$ cat src/hw/sal_map.svh
// Purpose: Constants for the supervisor alert logic: offsets, fields, timing counts.
// Assumes: 100 MHz ref_clk_i.
// Notes:   Included by the design, monitor and bench files.
`ifndef SAL_MAP_SVH
`define SAL_MAP_SVH

`define SAL_CLK_MHZ          100
`define SAL_CNT_W            20

// Register byte offsets
`define SAL_OFF_CTRL         5'h00
`define SAL_OFF_TIMEOUT      5'h04
`define SAL_OFF_STATUS       5'h08
`define SAL_OFF_IRQ_STAT     5'h0C
`define SAL_OFF_IRQ_MASK     5'h10

// Fields and reset values
`define SAL_CTRL_TEMP_EN     0
`define SAL_CTRL_RST         32'h0000_0001
`define SAL_IRQ_W            4
`define SAL_ST_PIN_LSB       4
`define SAL_ST_SUPPLY_OK     8
`define SAL_ST_OUT_PWR       9

// Alert channel indices
`define SAL_CH_UV            0
`define SAL_CH_OV            1
`define SAL_CH_T1            2
`define SAL_CH_T2            3

// Timing
`define SAL_FILT_US          20
`define SAL_FILT_CYC         ((`SAL_FILT_US * `SAL_CLK_MHZ) > 1 ? \
                              (`SAL_FILT_US * `SAL_CLK_MHZ) : 1)
`define SAL_TMR_OPEN_US      500
`define SAL_TMR_OPEN_CYC     (`SAL_TMR_OPEN_US * `SAL_CLK_MHZ)
`define SAL_TMR_CAP_RST      20'h186A0
`define SAL_QUAL_COUNT       3'h5

`endif

$ cat src/hw/sal_pkg.sv
// Purpose: Types shared by the supervisor alert logic.
// Assumes: Three-state pins are already resolved to a code.
// Notes:   Constants live in sal_map.svh.
package sal_pkg;
    typedef enum logic [1:0] {
        SAL_PIN_GND  = 2'h0,
        SAL_PIN_OPEN = 2'h1,
        SAL_PIN_VCC  = 2'h2
    } sal_tri_t;

    typedef enum logic [1:0] {
        SAL_TMR_RELEASED = 2'h0,
        SAL_TMR_ASSERTED = 2'h1,
        SAL_TMR_TIMING   = 2'h2
    } sal_tmr_state_t;
endpackage

$ cat src/hw/sal_alert_timer.sv
// Purpose: One alert output: holds the alert for a restartable timeout after the fault.
// Assumes: fault_i is already qualified or filtered.
// Notes:   clear_i releases at once, without timeout.
`timescale 1ns/1ps
`default_nettype none
`include "sal_map.svh"
module sal_alert_timer #(
    parameter logic RESET_ASSERTED = 1'b0
) (
    input  wire logic                  ref_clk_i,
    input  wire logic                  rstn_i,
    input  wire logic                  fault_i,
    input  wire logic                  clear_i,
    input  wire logic                  skip_i,
    input  wire logic [`SAL_CNT_W-1:0] load_i,
    output logic                       alert_o
);
    import sal_pkg::*;

    sal_tmr_state_t        state_r;
    logic [`SAL_CNT_W-1:0] cnt_r;

    always_ff @(posedge ref_clk_i) begin
        if (!rstn_i) begin
            state_r <= RESET_ASSERTED ? SAL_TMR_ASSERTED : SAL_TMR_RELEASED;
            cnt_r   <= '0;
        end else if (clear_i) begin
            state_r <= SAL_TMR_RELEASED;
            cnt_r   <= '0;
        end else begin
            case (state_r)
                SAL_TMR_RELEASED: begin
                    if (fault_i) begin
                        state_r <= SAL_TMR_ASSERTED;
                    end
                end
                SAL_TMR_ASSERTED: begin
                    if (!fault_i) begin
                        if (skip_i) begin
                            state_r <= SAL_TMR_RELEASED;
                        end else begin
                            state_r <= SAL_TMR_TIMING;
                            cnt_r   <= load_i;
                        end
                    end
                end
                SAL_TMR_TIMING: begin
                    if (fault_i) begin
                        state_r <= SAL_TMR_ASSERTED;
                        cnt_r   <= '0;
                    end else if (cnt_r <= `SAL_CNT_W'(1)) begin
                        state_r <= SAL_TMR_RELEASED;
                    end else begin
                        cnt_r <= cnt_r - `SAL_CNT_W'(1);
                    end
                end
                default: begin
                    state_r <= SAL_TMR_ASSERTED;
                end
            endcase
        end
    end

    assign alert_o = (state_r != SAL_TMR_RELEASED);
endmodule // sal_alert_timer
`default_nettype wire

$ cat src/hw/sal_alert_logic.sv
// Purpose: Alert and timeout logic of a voltage and temperature supervisor.
// Assumes: All inputs synchronous to ref_clk_i; temp_update_i pulses once per conversion.
// Notes:   Alerts are open-drain enables; the pin out value is always low.
`timescale 1ns/1ps
`default_nettype none
`include "sal_map.svh"
// Function
// - Either high-side tap below trip drives the low-supply alert low.
// - Either low-side tap above trip drives the excess-voltage alert low.
// - Voltage comparisons are integrated; only long, large disturbances raise an alert.
// - Temperature alert asserts after five consecutive conversions past its threshold.
// - Release follows one update past threshold plus hysteresis, then the timeout.
// - Every alert is held for the timeout after its fault clears; lockout releases all but the low-supply alert at once.
// - Low-supply timer starts when all high-side taps recover; releases if still valid.
// - A high-side fault during timing clears the timer; restart on full recovery.
// - At power-up the low-supply alert is held low, others released.
// - Timer starts once supply and both high-side taps are valid.
// - Supply below lockout asserts low-supply alert and clears excess-voltage alert.
// - With two overtemp limits both temperature alerts act independently.
// - Overtemp output timer starts once below threshold minus hysteresis.
// - Polarity high: first undertemp, second overtemp; grounded: both undertemp.
// - Sensor select open: internal reading to first threshold, external to second.
// - Timeout pin tied high skips the timeout entirely.
module sal_alert_logic #(
    parameter logic [`SAL_CNT_W-1:0] TMR_OPEN_CYC = `SAL_CNT_W'(`SAL_TMR_OPEN_CYC)
) (
    input  wire logic            ref_clk_i,
    input  wire logic            rstn_i,
    input  wire logic [4:0]      avs_address_i,
    input  wire logic            avs_read_i,
    input  wire logic            avs_write_i,
    input  wire logic [31:0]     avs_writedata_i,
    input  wire logic [3:0]      avs_byteenable_i,
    output logic [31:0]          avs_readdata_o,
    output logic                 avs_waitrequest_o,
    output logic                 irq_o,
    input  wire logic            supply_outputs_ok_i,
    input  wire logic            supply_lockout_n_i,
    input  wire logic            high_side_tap_one_low_i,
    input  wire logic            high_side_tap_two_low_i,
    input  wire logic            low_side_tap_one_high_i,
    input  wire logic            low_side_tap_two_high_i,
    input  wire logic            temp_update_i,
    input  wire logic            temp_sensor_ext_i,
    input  wire logic            temp_above_one_i,
    input  wire logic            temp_above_one_hys_i,
    input  wire logic            temp_below_one_hys_i,
    input  wire logic            temp_above_two_i,
    input  wire logic            temp_above_two_hys_i,
    input  wire logic            temp_below_two_hys_i,
    input  wire sal_pkg::sal_tri_t sensor_select_pin_i,
    input  wire sal_pkg::sal_tri_t polarity_select_pin_i,
    input  wire sal_pkg::sal_tri_t timeout_cap_pin_i,
    input  wire logic            low_supply_alert_n_i,
    output logic                 low_supply_alert_n_o,
    output logic                 low_supply_alert_n_oe_o,
    input  wire logic            excess_voltage_alert_n_i,
    output logic                 excess_voltage_alert_n_o,
    output logic                 excess_voltage_alert_n_oe_o,
    input  wire logic            temp_alert_one_n_i,
    output logic                 temp_alert_one_n_o,
    output logic                 temp_alert_one_n_oe_o,
    input  wire logic            temp_alert_two_n_i,
    output logic                 temp_alert_two_n_o,
    output logic                 temp_alert_two_n_oe_o
);
    import sal_pkg::*;

    localparam int FILT_W = $clog2(`SAL_FILT_CYC + 1);
    localparam logic [FILT_W-1:0] FILT_MAX = FILT_W'(`SAL_FILT_CYC);

    // Byte-lane merge for register writes
    function automatic logic [31:0] be_merge(input logic [31:0] old_v,
                                             input logic [31:0] new_v,
                                             input logic [3:0]  be);
        logic [31:0] res;
        res = old_v;
        for (int b = 0; b < 4; b++) begin
            if (be[b]) begin
                res[b*8 +: 8] = new_v[b*8 +: 8];
            end
        end
        return res;
    endfunction

    // ---------------- Voltage glitch filters ----------------
    logic [3:0]        raw_v;
    logic [3:0]        filt_r;
    logic [FILT_W-1:0] integ_r [4];

    assign raw_v = {low_side_tap_two_high_i, low_side_tap_one_high_i,
                    high_side_tap_two_low_i, high_side_tap_one_low_i};

    // Integrating up/down counter with saturation; a short glitch decays before it trips
    always_ff @(posedge ref_clk_i) begin
        for (int i = 0; i < 4; i++) begin
            if (!rstn_i) begin
                integ_r[i] <= '0;
                filt_r[i]  <= 1'b0;
            end else begin
                if (raw_v[i] && integ_r[i] != FILT_MAX) begin
                    integ_r[i] <= integ_r[i] + FILT_W'(1);
                end else if (!raw_v[i] && integ_r[i] != '0) begin
                    integ_r[i] <= integ_r[i] - FILT_W'(1);
                end
                if (integ_r[i] == FILT_MAX) begin
                    filt_r[i] <= 1'b1;
                end else if (integ_r[i] == '0) begin
                    filt_r[i] <= 1'b0;
                end
            end
        end
    end

    logic lockout;
    logic uv_fault;
    logic ov_fault;

    assign lockout  = !supply_lockout_n_i || !supply_outputs_ok_i;
    assign uv_fault = lockout || filt_r[0] || filt_r[1];
    assign ov_fault = filt_r[2] || filt_r[3];

    // ---------------- Temperature qualification ----------------
    logic [1:0] use_ch;
    logic [1:0] ut_mode;
    logic [1:0] t_fault;
    logic [1:0] t_clear;
    logic [2:0] qual_r [2];
    logic [1:0] t_active_r;
    logic       temp_en;

    // Alternating sensors: each threshold sees only its own sensor
    assign use_ch[0] = (sensor_select_pin_i != SAL_PIN_OPEN) || !temp_sensor_ext_i;
    assign use_ch[1] = (sensor_select_pin_i != SAL_PIN_OPEN) || temp_sensor_ext_i;

    assign ut_mode[0] = (polarity_select_pin_i != SAL_PIN_OPEN);
    assign ut_mode[1] = (polarity_select_pin_i == SAL_PIN_GND);

    assign t_fault[0] = ut_mode[0] ? !temp_above_one_i : temp_above_one_i;
    assign t_fault[1] = ut_mode[1] ? !temp_above_two_i : temp_above_two_i;
    assign t_clear[0] = ut_mode[0] ? temp_above_one_hys_i : temp_below_one_hys_i;
    assign t_clear[1] = ut_mode[1] ? temp_above_two_hys_i : temp_below_two_hys_i;

    always_ff @(posedge ref_clk_i) begin
        for (int c = 0; c < 2; c++) begin
            if (!rstn_i || lockout || !temp_en) begin
                qual_r[c]     <= '0;
                t_active_r[c] <= 1'b0;
            end else if (temp_update_i && use_ch[c]) begin
                if (!t_fault[c]) begin
                    qual_r[c] <= '0;
                end else if (qual_r[c] != `SAL_QUAL_COUNT) begin
                    qual_r[c] <= qual_r[c] + 3'h1;
                end
                if (t_fault[c] && qual_r[c] == `SAL_QUAL_COUNT - 3'h1) begin
                    t_active_r[c] <= 1'b1;
                end else if (t_clear[c]) begin
                    t_active_r[c] <= 1'b0;
                end
            end
        end
    end

    // ---------------- Timeout and alert channels ----------------
    logic [31:0]           ctrl_r;
    logic [`SAL_CNT_W-1:0] tmr_cap_r;
    logic [`SAL_CNT_W-1:0] tmr_load;
    logic                  tmr_skip;
    logic [3:0]            alert;
    logic [3:0]            ch_fault;
    logic [3:0]            ch_clear;

    assign temp_en  = ctrl_r[`SAL_CTRL_TEMP_EN];
    assign tmr_skip = (timeout_cap_pin_i == SAL_PIN_VCC);
    assign tmr_load = (timeout_cap_pin_i == SAL_PIN_OPEN) ? TMR_OPEN_CYC : tmr_cap_r;

    assign ch_fault = {t_active_r[1], t_active_r[0], ov_fault, uv_fault};
    // Lockout releases the others immediately rather than timing them out
    assign ch_clear = {lockout, lockout, lockout, 1'b0};

    for (genvar g = 0; g < 4; g++) begin : g_ch
        sal_alert_timer #(
            .RESET_ASSERTED (g == `SAL_CH_UV)
        ) u_tmr (
            .ref_clk_i (ref_clk_i),
            .rstn_i    (rstn_i),
            .fault_i   (ch_fault[g]),
            .clear_i   (ch_clear[g]),
            .skip_i    (tmr_skip),
            .load_i    (tmr_load),
            .alert_o   (alert[g])
        );
    end

    // Below the output-operable supply nothing can be driven
    always_ff @(posedge ref_clk_i) begin
        if (!rstn_i) begin
            low_supply_alert_n_oe_o     <= 1'b0;
            excess_voltage_alert_n_oe_o <= 1'b0;
            temp_alert_one_n_oe_o       <= 1'b0;
            temp_alert_two_n_oe_o       <= 1'b0;
        end else begin
            low_supply_alert_n_oe_o     <= alert[`SAL_CH_UV] && supply_outputs_ok_i;
            excess_voltage_alert_n_oe_o <= alert[`SAL_CH_OV] && supply_outputs_ok_i;
            temp_alert_one_n_oe_o       <= alert[`SAL_CH_T1] && supply_outputs_ok_i;
            temp_alert_two_n_oe_o       <= alert[`SAL_CH_T2] && supply_outputs_ok_i;
        end
    end

    assign low_supply_alert_n_o     = 1'b0;
    assign excess_voltage_alert_n_o = 1'b0;
    assign temp_alert_one_n_o       = 1'b0;
    assign temp_alert_two_n_o       = 1'b0;

    // ---------------- Avalon-MM slave ----------------
    logic        ack_r;
    logic        req;
    logic        wr_acc;
    logic [3:0]  alert_q_r;
    logic [3:0]  irq_stat_r;
    logic [3:0]  irq_mask_r;
    logic [3:0]  rise;
    logic [31:0] rd_mux;
    logic [31:0] w1c;

    assign req               = avs_read_i || avs_write_i;
    assign avs_waitrequest_o = req && !ack_r;
    assign wr_acc            = avs_write_i && ack_r;
    assign w1c               = be_merge(32'h0000_0000, avs_writedata_i, avs_byteenable_i);

    always_ff @(posedge ref_clk_i) begin
        if (!rstn_i) begin
            ack_r <= 1'b0;
        end else begin
            ack_r <= req && !ack_r;
        end
    end

    always_ff @(posedge ref_clk_i) begin
        if (!rstn_i) begin
            ctrl_r    <= `SAL_CTRL_RST;
            tmr_cap_r <= `SAL_TMR_CAP_RST;
        end else if (wr_acc) begin
            if (avs_address_i == `SAL_OFF_CTRL) begin
                ctrl_r <= be_merge(ctrl_r, avs_writedata_i, avs_byteenable_i) & `SAL_CTRL_RST;
            end
            if (avs_address_i == `SAL_OFF_TIMEOUT) begin
                tmr_cap_r <= `SAL_CNT_W'(be_merge(32'(tmr_cap_r), avs_writedata_i,
                                                  avs_byteenable_i));
            end
        end
    end

    // Alert assertion edges are the interrupt events; a set in the clear cycle wins
    assign rise = alert & ~alert_q_r;

    always_ff @(posedge ref_clk_i) begin
        if (!rstn_i) begin
            alert_q_r  <= '0;
            irq_stat_r <= '0;
            irq_mask_r <= '0;
        end else begin
            alert_q_r <= alert;
            if (wr_acc && avs_address_i == `SAL_OFF_IRQ_STAT) begin
                irq_stat_r <= (irq_stat_r & ~w1c[`SAL_IRQ_W-1:0]) | rise;
            end else begin
                irq_stat_r <= irq_stat_r | rise;
            end
            if (wr_acc && avs_address_i == `SAL_OFF_IRQ_MASK) begin
                irq_mask_r <= be_merge(32'(irq_mask_r), avs_writedata_i,
                                       avs_byteenable_i) [`SAL_IRQ_W-1:0];
            end
        end
    end

    assign irq_o = |(irq_stat_r & irq_mask_r);

    always_comb begin
        rd_mux = 32'h0000_0000;
        case (avs_address_i)
            `SAL_OFF_CTRL:     rd_mux = ctrl_r;
            `SAL_OFF_TIMEOUT:  rd_mux = 32'(tmr_cap_r);
            `SAL_OFF_STATUS: begin
                rd_mux[3:0]                                = alert;
                rd_mux[`SAL_ST_PIN_LSB +: 4]               = {temp_alert_two_n_i,
                                                             temp_alert_one_n_i,
                                                             excess_voltage_alert_n_i,
                                                             low_supply_alert_n_i};
                rd_mux[`SAL_ST_SUPPLY_OK]                  = supply_lockout_n_i;
                rd_mux[`SAL_ST_OUT_PWR]                    = supply_outputs_ok_i;
            end
            `SAL_OFF_IRQ_STAT: rd_mux = 32'(irq_stat_r);
            `SAL_OFF_IRQ_MASK: rd_mux = 32'(irq_mask_r);
            default:           rd_mux = 32'h0000_0000;
        endcase
    end

    always_ff @(posedge ref_clk_i) begin
        if (!rstn_i) begin
            avs_readdata_o <= 32'h0000_0000;
        end else if (avs_read_i && !ack_r) begin
            avs_readdata_o <= rd_mux;
        end
    end
endmodule // sal_alert_logic
`default_nettype wire

$ cat config.mk
export PLATFORM = sky130hd
export DESIGN_NAME = sal_alert_logic
export DESIGN_NICKNAME = d
export VERILOG_FILES = /design/src/hw/sal_pkg.sv /design/src/hw/sal_alert_timer.sv /design/src/hw/sal_alert_logic.sv
export VERILOG_INCLUDE_DIRS = /design/src /design/src/hw
export SDC_FILE = /design/constraint.sdc
export NUM_CORES = 1
export LEC_CHECK = 0
export ABC_AREA = 1
export BUFFER_PORTS_ARGS = -buffer_cell sky130_fd_sc_hd__buf_4
export CORE_AREA = 2 2 201 203
export DETAILED_ROUTE_END_ITERATION = 10
export DIE_AREA = 0 0 203 205
export PLACE_DENSITY = 0.51
export SYNTH_ARGS = -nofsm -noshare
export SYNTH_HDL_FRONTEND = slang
export SYNTH_SLANG_ARGS = --single-unit
$ cat constraint.sdc
create_clock -name ref_clk_i -period 2.36 [get_ports ref_clk_i]
set_input_delay 0.472 -clock ref_clk_i [delete_from_list [all_inputs] [get_ports ref_clk_i]]
set_output_delay 0.472 -clock ref_clk_i [all_outputs]
set_load 0.02 [all_outputs]
==> impl_metrics.yaml, run 1 <==
outcome:
  status: "finished clean"
floorplan:
  die_area_sq_mm: 0.0416
  die_h_um: 205
  initial_core_util_pct: 33.5
  io_pins: 111
  coreArea_sq_mm: 0.0394
  die_w_um: 203
  num_rows: 73
timing:
  layout_setup_ws_ns: 0.0317
  holdWs_ns: 0.146
  setup_viol: 0
  max_freq_mhz: 430
  min_period_ns: 2.33
  skew_ns: 0.00853
  relSlewSlack_pct: 22.6
  post-route-period-util_pct: 98.7
  setup-tns-final_ns: 0
  finalMaxSlewViolations: 0
  grt_setup_unrepaired: "true"
  tightest_slew_ns: 1.16
  finalHoldViolCount: 0
critical_path:
  crit_fanout: 7
  r2r_cells: 14
  start_kind: "flop"
  cp-end-kind: "flop"
  critPathArrivalTime_ns: 2.62
  worstSetupPathType: "flop to flop"
  crit_required_ns: 2.65
pwr:
  p_int_mw: 7.33
  p_total_mw: 10.6
  switching_power_mw: 3.32
  switching_share_pct: 31.1
  ir_drop_uv: 528
  p_comb_share_pct: 23.0
  power_density_mw_per_mm2: 671
  leakagePower_nw: 7.02
  pwr-share-clk_pct: 38.9
  seq_power_share_pct: 38.2
global_route:
  grt_start_max_net_pins: 41
  grt_use_total_pct: 18.5
  first_global_vias: 12000
  grt_first_pass_wirelength_um: 62300
  antenna_found_initial: 0
  grt-ovfl-total: 0
final_layout:
  syn_to_final_growth_pct: 20.3
  final_layout_size_suffix_gt1_share_pct: 14.0
  antenna_cells: 0
  n_fill_cell: 4223
  design_area_sq_mm: 0.0159
  final_cells: 2701
  utilization_pct: 40.3
  nets: 2270
drt:
  avgRoutedWirePerCell_um: 14.4
  drc: 0
  firstDrtPassIters: 5
  first_iter_violations: 746
  dr_total_vias: 13000
  via_per_inst: 4.81
  ant_nets: 0
  wirelength_um: 38800
logic_synthesis:
  ys_ff_latch: 202
  synth_ff_type: "dfxtp_1"
  syn_inst: 2012
  yosysSeqAreaShare_pct: 34.4
  syn_area_per_cell_sq_um: 6.56
  synth_top_area_share_pct: 23.1
  netlist_area_sq_mm: 0.0132
  synth_area_leader_cell: "dfxtp_1"
  ys_top_cells_by_area: "dfxtp_1 23%, nand2_1 12%, edfxtp_1 11%"
  async_reset_ff_share_pct: 0
  ys_warn_count: 0
  synth_edf_count: 50
  yosysUniqueCellTypes: 49
clock_tree:
  h-tree-depth: 1
  cts_made_buffers: 26
  cts_root_buf: "clkbuf_16"
  numClockSinks: 202
  ctsLongestPathBuffers: 3
  path_clk_slew_ns: 0.06
  cts_tree: "built"
  insertion_delay_ns: 0.54
placed_design:
  hpwl_um: 28500
  port_buffers: 81
  post-place-ws_ns: -0.133
  place_area_sq_mm: 0.0147
  dp_cells: 2643
  place.gp.congestion: 0.883
min_path:
  hold_class: "input pin to flop"
  hold_depth: 3
run:
  cap_violations: 0
critical path, stage by stage, from the launching register on:
cell and delay (ns):
edfxtp_1 0.41, inv_2 0.09, nand2_2 0.07, nor3_4 0.20
nand2_2 0.10, nand3_4 0.10, inv_8 0.06, ha_4 0.30
nand2_1 0.07, o21ai_2 0.19, a21oi_2 0.10, o21bai_1 0.19
nand2_1 0.07, nand2_1 0.06, nor2_1 0.03
registers in the layout (all words and copies together), names as in the netlist, 2 cells and up:
register and flops:
qual_r 6, tmr_cap_r 20, g_ch.u_tmr.cnt_r 80, alert_q_r 4, g_ch.u_tmr.state_r 8, irq_stat_r 4, avs_readdata_o 20, t_active_r 2
integ_r 44, irq_mask_r 4, filt_r 4
layout by cell type, fill, tap and decap left out, types with 7 or more instances in the layout:
cell | synthesis | routed
nand2_1 | 431 | 427
nor2_1 | 374 | 367
inv_1 | 242 | 239
o21ai_0 | 177 | 173
buf_4 | 21 | 168
nand3_1 | 157 | 156
dfxtp_1 | 152 | 152
a21oi_1 | 81 | 75
edfxtp_1 | 50 | 50
ha_1 | 44 | 37
xor2_1 | 35 | 35
o22ai_1 | 32 | 32
clkbuf_16 | 0 | 28
nor2_2 | 20 | 25
nand4_1 | 20 | 20
nor3_1 | 18 | 17
conb_1 | 1 | 16
o21ai_1 | 14 | 15
nand2_2 | 8 | 10
o21bai_1 | 11 | 10
nor2_4 | 7 | 9
clkbuf_8 | 0 | 9
inv_2 | 6 | 8
o211ai_1 | 8 | 8
and2_1 | 7 | 7
synthesized netlist by cell type (all sizes together) (4+ instances only):
master    n
dfxtp   152
o211ai    8
xnor2     5
ha       44
clkbuf   22
nor3     18
xor2     35
a211oi    7
o21bai   11
nor2    402
buf      46
nor4      4
edfxtp   50
a31oi     4
a21oi    82
inv     249
nand3b    4
or2       4
o22ai    32
and2      7
o31ai     4
o21ai   192
nand3   158
nand2   443
nand4    20
power groups by stage:
stage	Clock [mW]	Combinational, mW	Sequential [mW]
4_1_cts	4.26	2.31	4.05
6_report	4.14	2.44	4.06
5_1_grt	4.39	2.77	4.10
2_1_floorplan	0	1.60	4.08
3_3_place_gp	0	2.25	4.12
3_5_place_dp	0	2.26	4.12
area by class of cell:
cell class                 instances  area (sq um)  area share (%)
sequential                       202          4540            28.6
tap                              525           657            4.14
timing repair buffer             169          1270            8.01
multi-input combinational       1505          7540            47.5
clock buffer                      40           836            5.26
clock inverter                     8          67.6           0.426
inverter                         252           958            6.04
layer usage:
layer / track usage, % / vias up / part of all wire (%)
li1: - / 6769 / -
met2: 31.7 / 202 / 47
met3: 2.35 / 46 / 3.3
met1: 24.6 / 5966 / 47
met5: 0 / - / 0
met4: 4.56 / 0 / 2.2
path summary, 6_finish.rpt:
path                                    start                     endpoint  slack, ns
setup reg to reg  integ_r[2][1]$_SDFFCE_PN0P_  integ_r[2][8]$_SDFFCE_PN0P_       0.03
hold reg to reg       alert_q_r[2]$_SDFF_PN0_     irq_stat_r[2]$_SDFF_PN0_       0.42
hold / removal             avs_writedata_i[5]    tmr_cap_r[5]$_SDFFE_PN1P_       0.15
setup / recovery  integ_r[2][1]$_SDFFCE_PN0P_  integ_r[2][8]$_SDFFCE_PN0P_       0.03
what timing repair did:
action / in CTS / in global routing
pin swaps: 1 / 17
buffers inserted: 1 / 9
endpoints found under the setup margin: 6 / 9
resized for setup: 9 / 36
hold buffers: 0 / 0
hold endpoints to repair: 0 / 0
kinds of logic (layout without fill, tap and decap cells):
| kind of cell | after synthesis | after routing | synth area share, % |
|---|---|---|---|
| XOR/XNOR | 40 | 40 | 2.65 |
| flip-flops | 202 | 202 | 34.4 |
| buffers and inverters | 320 | 469 | 10.4 |
| other | 1 | 16 | 0.0284 |
| adder cells (fa/ha/maj) | 45 | 45 | 4.32 |
| AND/OR/NAND/NOR | 1063 | 1063 | 34.2 |
| AO/OA/AOI/OAI | 341 | 341 | 13.9 |
Note: power is estimated with default switching activity, not from simulation.
==> run 2: changes to the inputs <==
--- a/config.mk
+++ b/config.mk
@@ -7,11 +7,13 @@
 export NUM_CORES = 1
 export LEC_CHECK = 0
 export ABC_AREA = 1
+export ABC_CLOCK_PERIOD_IN_PS = 2360
 export BUFFER_PORTS_ARGS = -buffer_cell sky130_fd_sc_hd__buf_4
 export CORE_AREA = 2 2 201 203
 export DETAILED_ROUTE_END_ITERATION = 10
 export DIE_AREA = 0 0 203 205
 export PLACE_DENSITY = 0.51
+export SETUP_SLACK_MARGIN = 0.4
 export SYNTH_ARGS = -nofsm -noshare
 export SYNTH_HDL_FRONTEND = slang
 export SYNTH_SLANG_ARGS = --single-unit
==> run 2 against run 1 <==
Clock power increased by 7.0%. First-iteration DRC count is 20% higher. Sequential power is essentially flat. Global-route usage rose by 0.90 points. Final cell count is 0.33% higher. Count of clock-buffer cells in the layout decreased by 3. Combinational power rose by 5%. Worst hold slack better by 0.0027 ns. Critical path depth increased by 1. Setup slack gained 0.0082 ns. Sequential share of layout area down 0.59 points.
==> impl_metrics.yaml, run 2 (same netlist as run 1, synthesis figures left out) <==
critical_path:
  crit_fanout: 5
  cpPeakStageDelay_ns: 0.41
  path_common_cell: "nand2_1"
  crit_slowest_cell: "edfxtp_1"
  worstSetupPathType: "flop to flop"
  crit_required_ns: 2.66
  cp-end-kind: "flop"
  critPathArrivalTime_ns: 2.62
  crit_chain: "inv_2 > nand2_1 > nor3_2 > nand2_2 > nand3_4 > clkinv_8 > ha_4 > a21oi_4 > nor2_1 > o21ai_1 > nand3_1 > nor2_2 > nand2_1 > nand2_1 > nor2_1"
  crit_family: "simple AND/OR/NAND/NOR gates"
  path_buf_inv: 2
  start_kind: "flop"
min_path:
  hold_class: "input pin to flop"
placed_design:
  dp_cells: 2632
  place_area_sq_mm: 0.0148
  post-place-ws_ns: 0.0280
  hpwl_um: 29100
  place.gp.congestion: 0.869
  port_buffers: 81
pwr:
  leakagePower_nw: 7.12
  ir_drop_uv: 531
  power_density_mw_per_mm2: 682
  p_total_mw: 11.1
global_route:
  first_global_vias: 12200
  grt_start_max_net_pins: 62
  grt_first_pass_wirelength_um: 64500
  grt-ovfl-total: 0
  grt_use_total_pct: 19.4
  antenna_found_initial: 0
final_layout:
  nets: 2279
  syn_to_final_growth_pct: 22.9
  final_cell_mix: "424 x nand2_1, 359 x nor2_1, 226 x inv_1"
  final_cells: 2710
  regMostFlops: "g_ch.u_tmr.cnt_r"
  antenna_cells: 0
  final_common_cell: "nand2_1"
  largest_reg_flops: 80
  n_fill_cell: 4139
  design_area_sq_mm: 0.0162
  final_layout_size_suffix_gt1_share_pct: 16.0
  reg.largest.list: "g_ch.u_tmr.cnt_r x80, integ_r x44"
  utilization_pct: 41.2
drt:
  dr_total_vias: 13100
  ant_nets: 0
  drc: 0
  first_iter_violations: 893
  wirelength_um: 40600
  firstDrtPassIters: 5
  via_per_inst: 4.83
  avgRoutedWirePerCell_um: 15.0
outcome:
  status: "finished clean"
timing:
  finalMaxSlewViolations: 0
  setup_viol: 0
  tightest_slew_ns: 0.982
  layout_setup_ws_ns: 0.0399
  holdWs_ns: 0.148
  post-route-period-util_pct: 98.3
  max_freq_mhz: 431
  min_period_ns: 2.32
  grt_setup_unrepaired: "true"
  relSlewSlack_pct: 34.3
  skew_ns: 0.00706
  setup-tns-final_ns: 0
  finalHoldViolCount: 0
clock_tree:
  cts_made_buffers: 26
  ctsLongestPathBuffers: 3
  h-tree-depth: 1
  path_clk_slew_ns: 0.06
  cts_tree: "built"
  numClockSinks: 202
  cts_root_buf: "clkbuf_16"
  insertion_delay_ns: 0.54
run:
  cap_violations: 0
floorplan:
  coreArea_sq_mm: 0.0394
  initial_core_util_pct: 33.5
  die_area_sq_mm: 0.0416
  die_h_um: 205
  num_rows: 73
  die_w_um: 203
  io_pins: 111
-- run 2: changes by cell type in the layout (fill, tap and decap cells not counted), moves of 4 or more --
cell,delta
nand3_2,+5
inv_1,-13
clkbuf_8,-4
nand3_1,-6
o21ai_0,-4
inv_4,+4
nor2_2,+7
nor2_1,-8
inv_2,+9
-- run 2: worst register-to-register path, stage by stage (launching register included) --
cell and delay, ns:
edfxtp_1 0.41, inv_2 0.09, nand2_1 0.06, nor3_2 0.19, nand2_2 0.11, nand3_4 0.14, clkinv_8 0.10, ha_4 0.27
a21oi_4 0.14, nor2_1 0.06, o21ai_1 0.11, nand3_1 0.11, nor2_2 0.15, nand2_1 0.06, nand2_1 0.06, nor2_1 0.03
-- run 2: path summary, 6_finish.rpt --
path | start | to | slack, ns | depth (start not counted)
max | integ_r[2][1]$_SDFFCE_PN0P_ | integ_r[2][10]$_SDFFCE_PN0P_ | 0.04 | 15
min | avs_writedata_i[10] | tmr_cap_r[10]$_SDFFE_PN1P_ | 0.15 | 3
max reg2reg | integ_r[2][1]$_SDFFCE_PN0P_ | integ_r[2][10]$_SDFFCE_PN0P_ | 0.04 | 15
min reg2reg | alert_q_r[3]$_SDFF_PN0_ | irq_stat_r[3]$_SDFF_PN0_ | 0.43 | 1
-- run 2: cell type report --
cell class                 count  area (sq um)  share of cell area, %
clock buffer                  37           806                   4.97
tap                          525           657                   4.05
sequential                   202          4550                   28.0
timing repair inverter         1          8.76                 0.0540
clock inverter                11           159                  0.980
multi-input combinational   1506          7680                   47.4
inverter                     252           975                   6.01
timing repair buffer         176          1380                   8.52
-- run 2: timing repair --
item | in CTS | in global routing
hold buffers | 0 | 0
gates cloned | 0 | 2
buffers inserted | 8 | 20
pin swaps | 4 | 7
gates resized for setup | 12 | 69
setup endpoints to repair | 37 | 136
-- run 2: per-layer routing --
metal  part of all wire, %  up-vias  global-route usage (%)  routed length [um]
met2                    45      292                    31.9               18400
met3                   5.8       58                    2.93                2350
met1                    47     5940                    26.6               18900
li1                      -     6791                       -                   -
met4                   2.3        0                    4.72                 943
met5                     0        -                       0                   0
-- run 2: power by group --
part / switching (mW) / internal (mW) / total, mW
registers: 0.224 / 3.84 / 4.06
logic: 1.55 / 1.01 / 2.56
clock network: 1.62 / 2.81 / 4.43
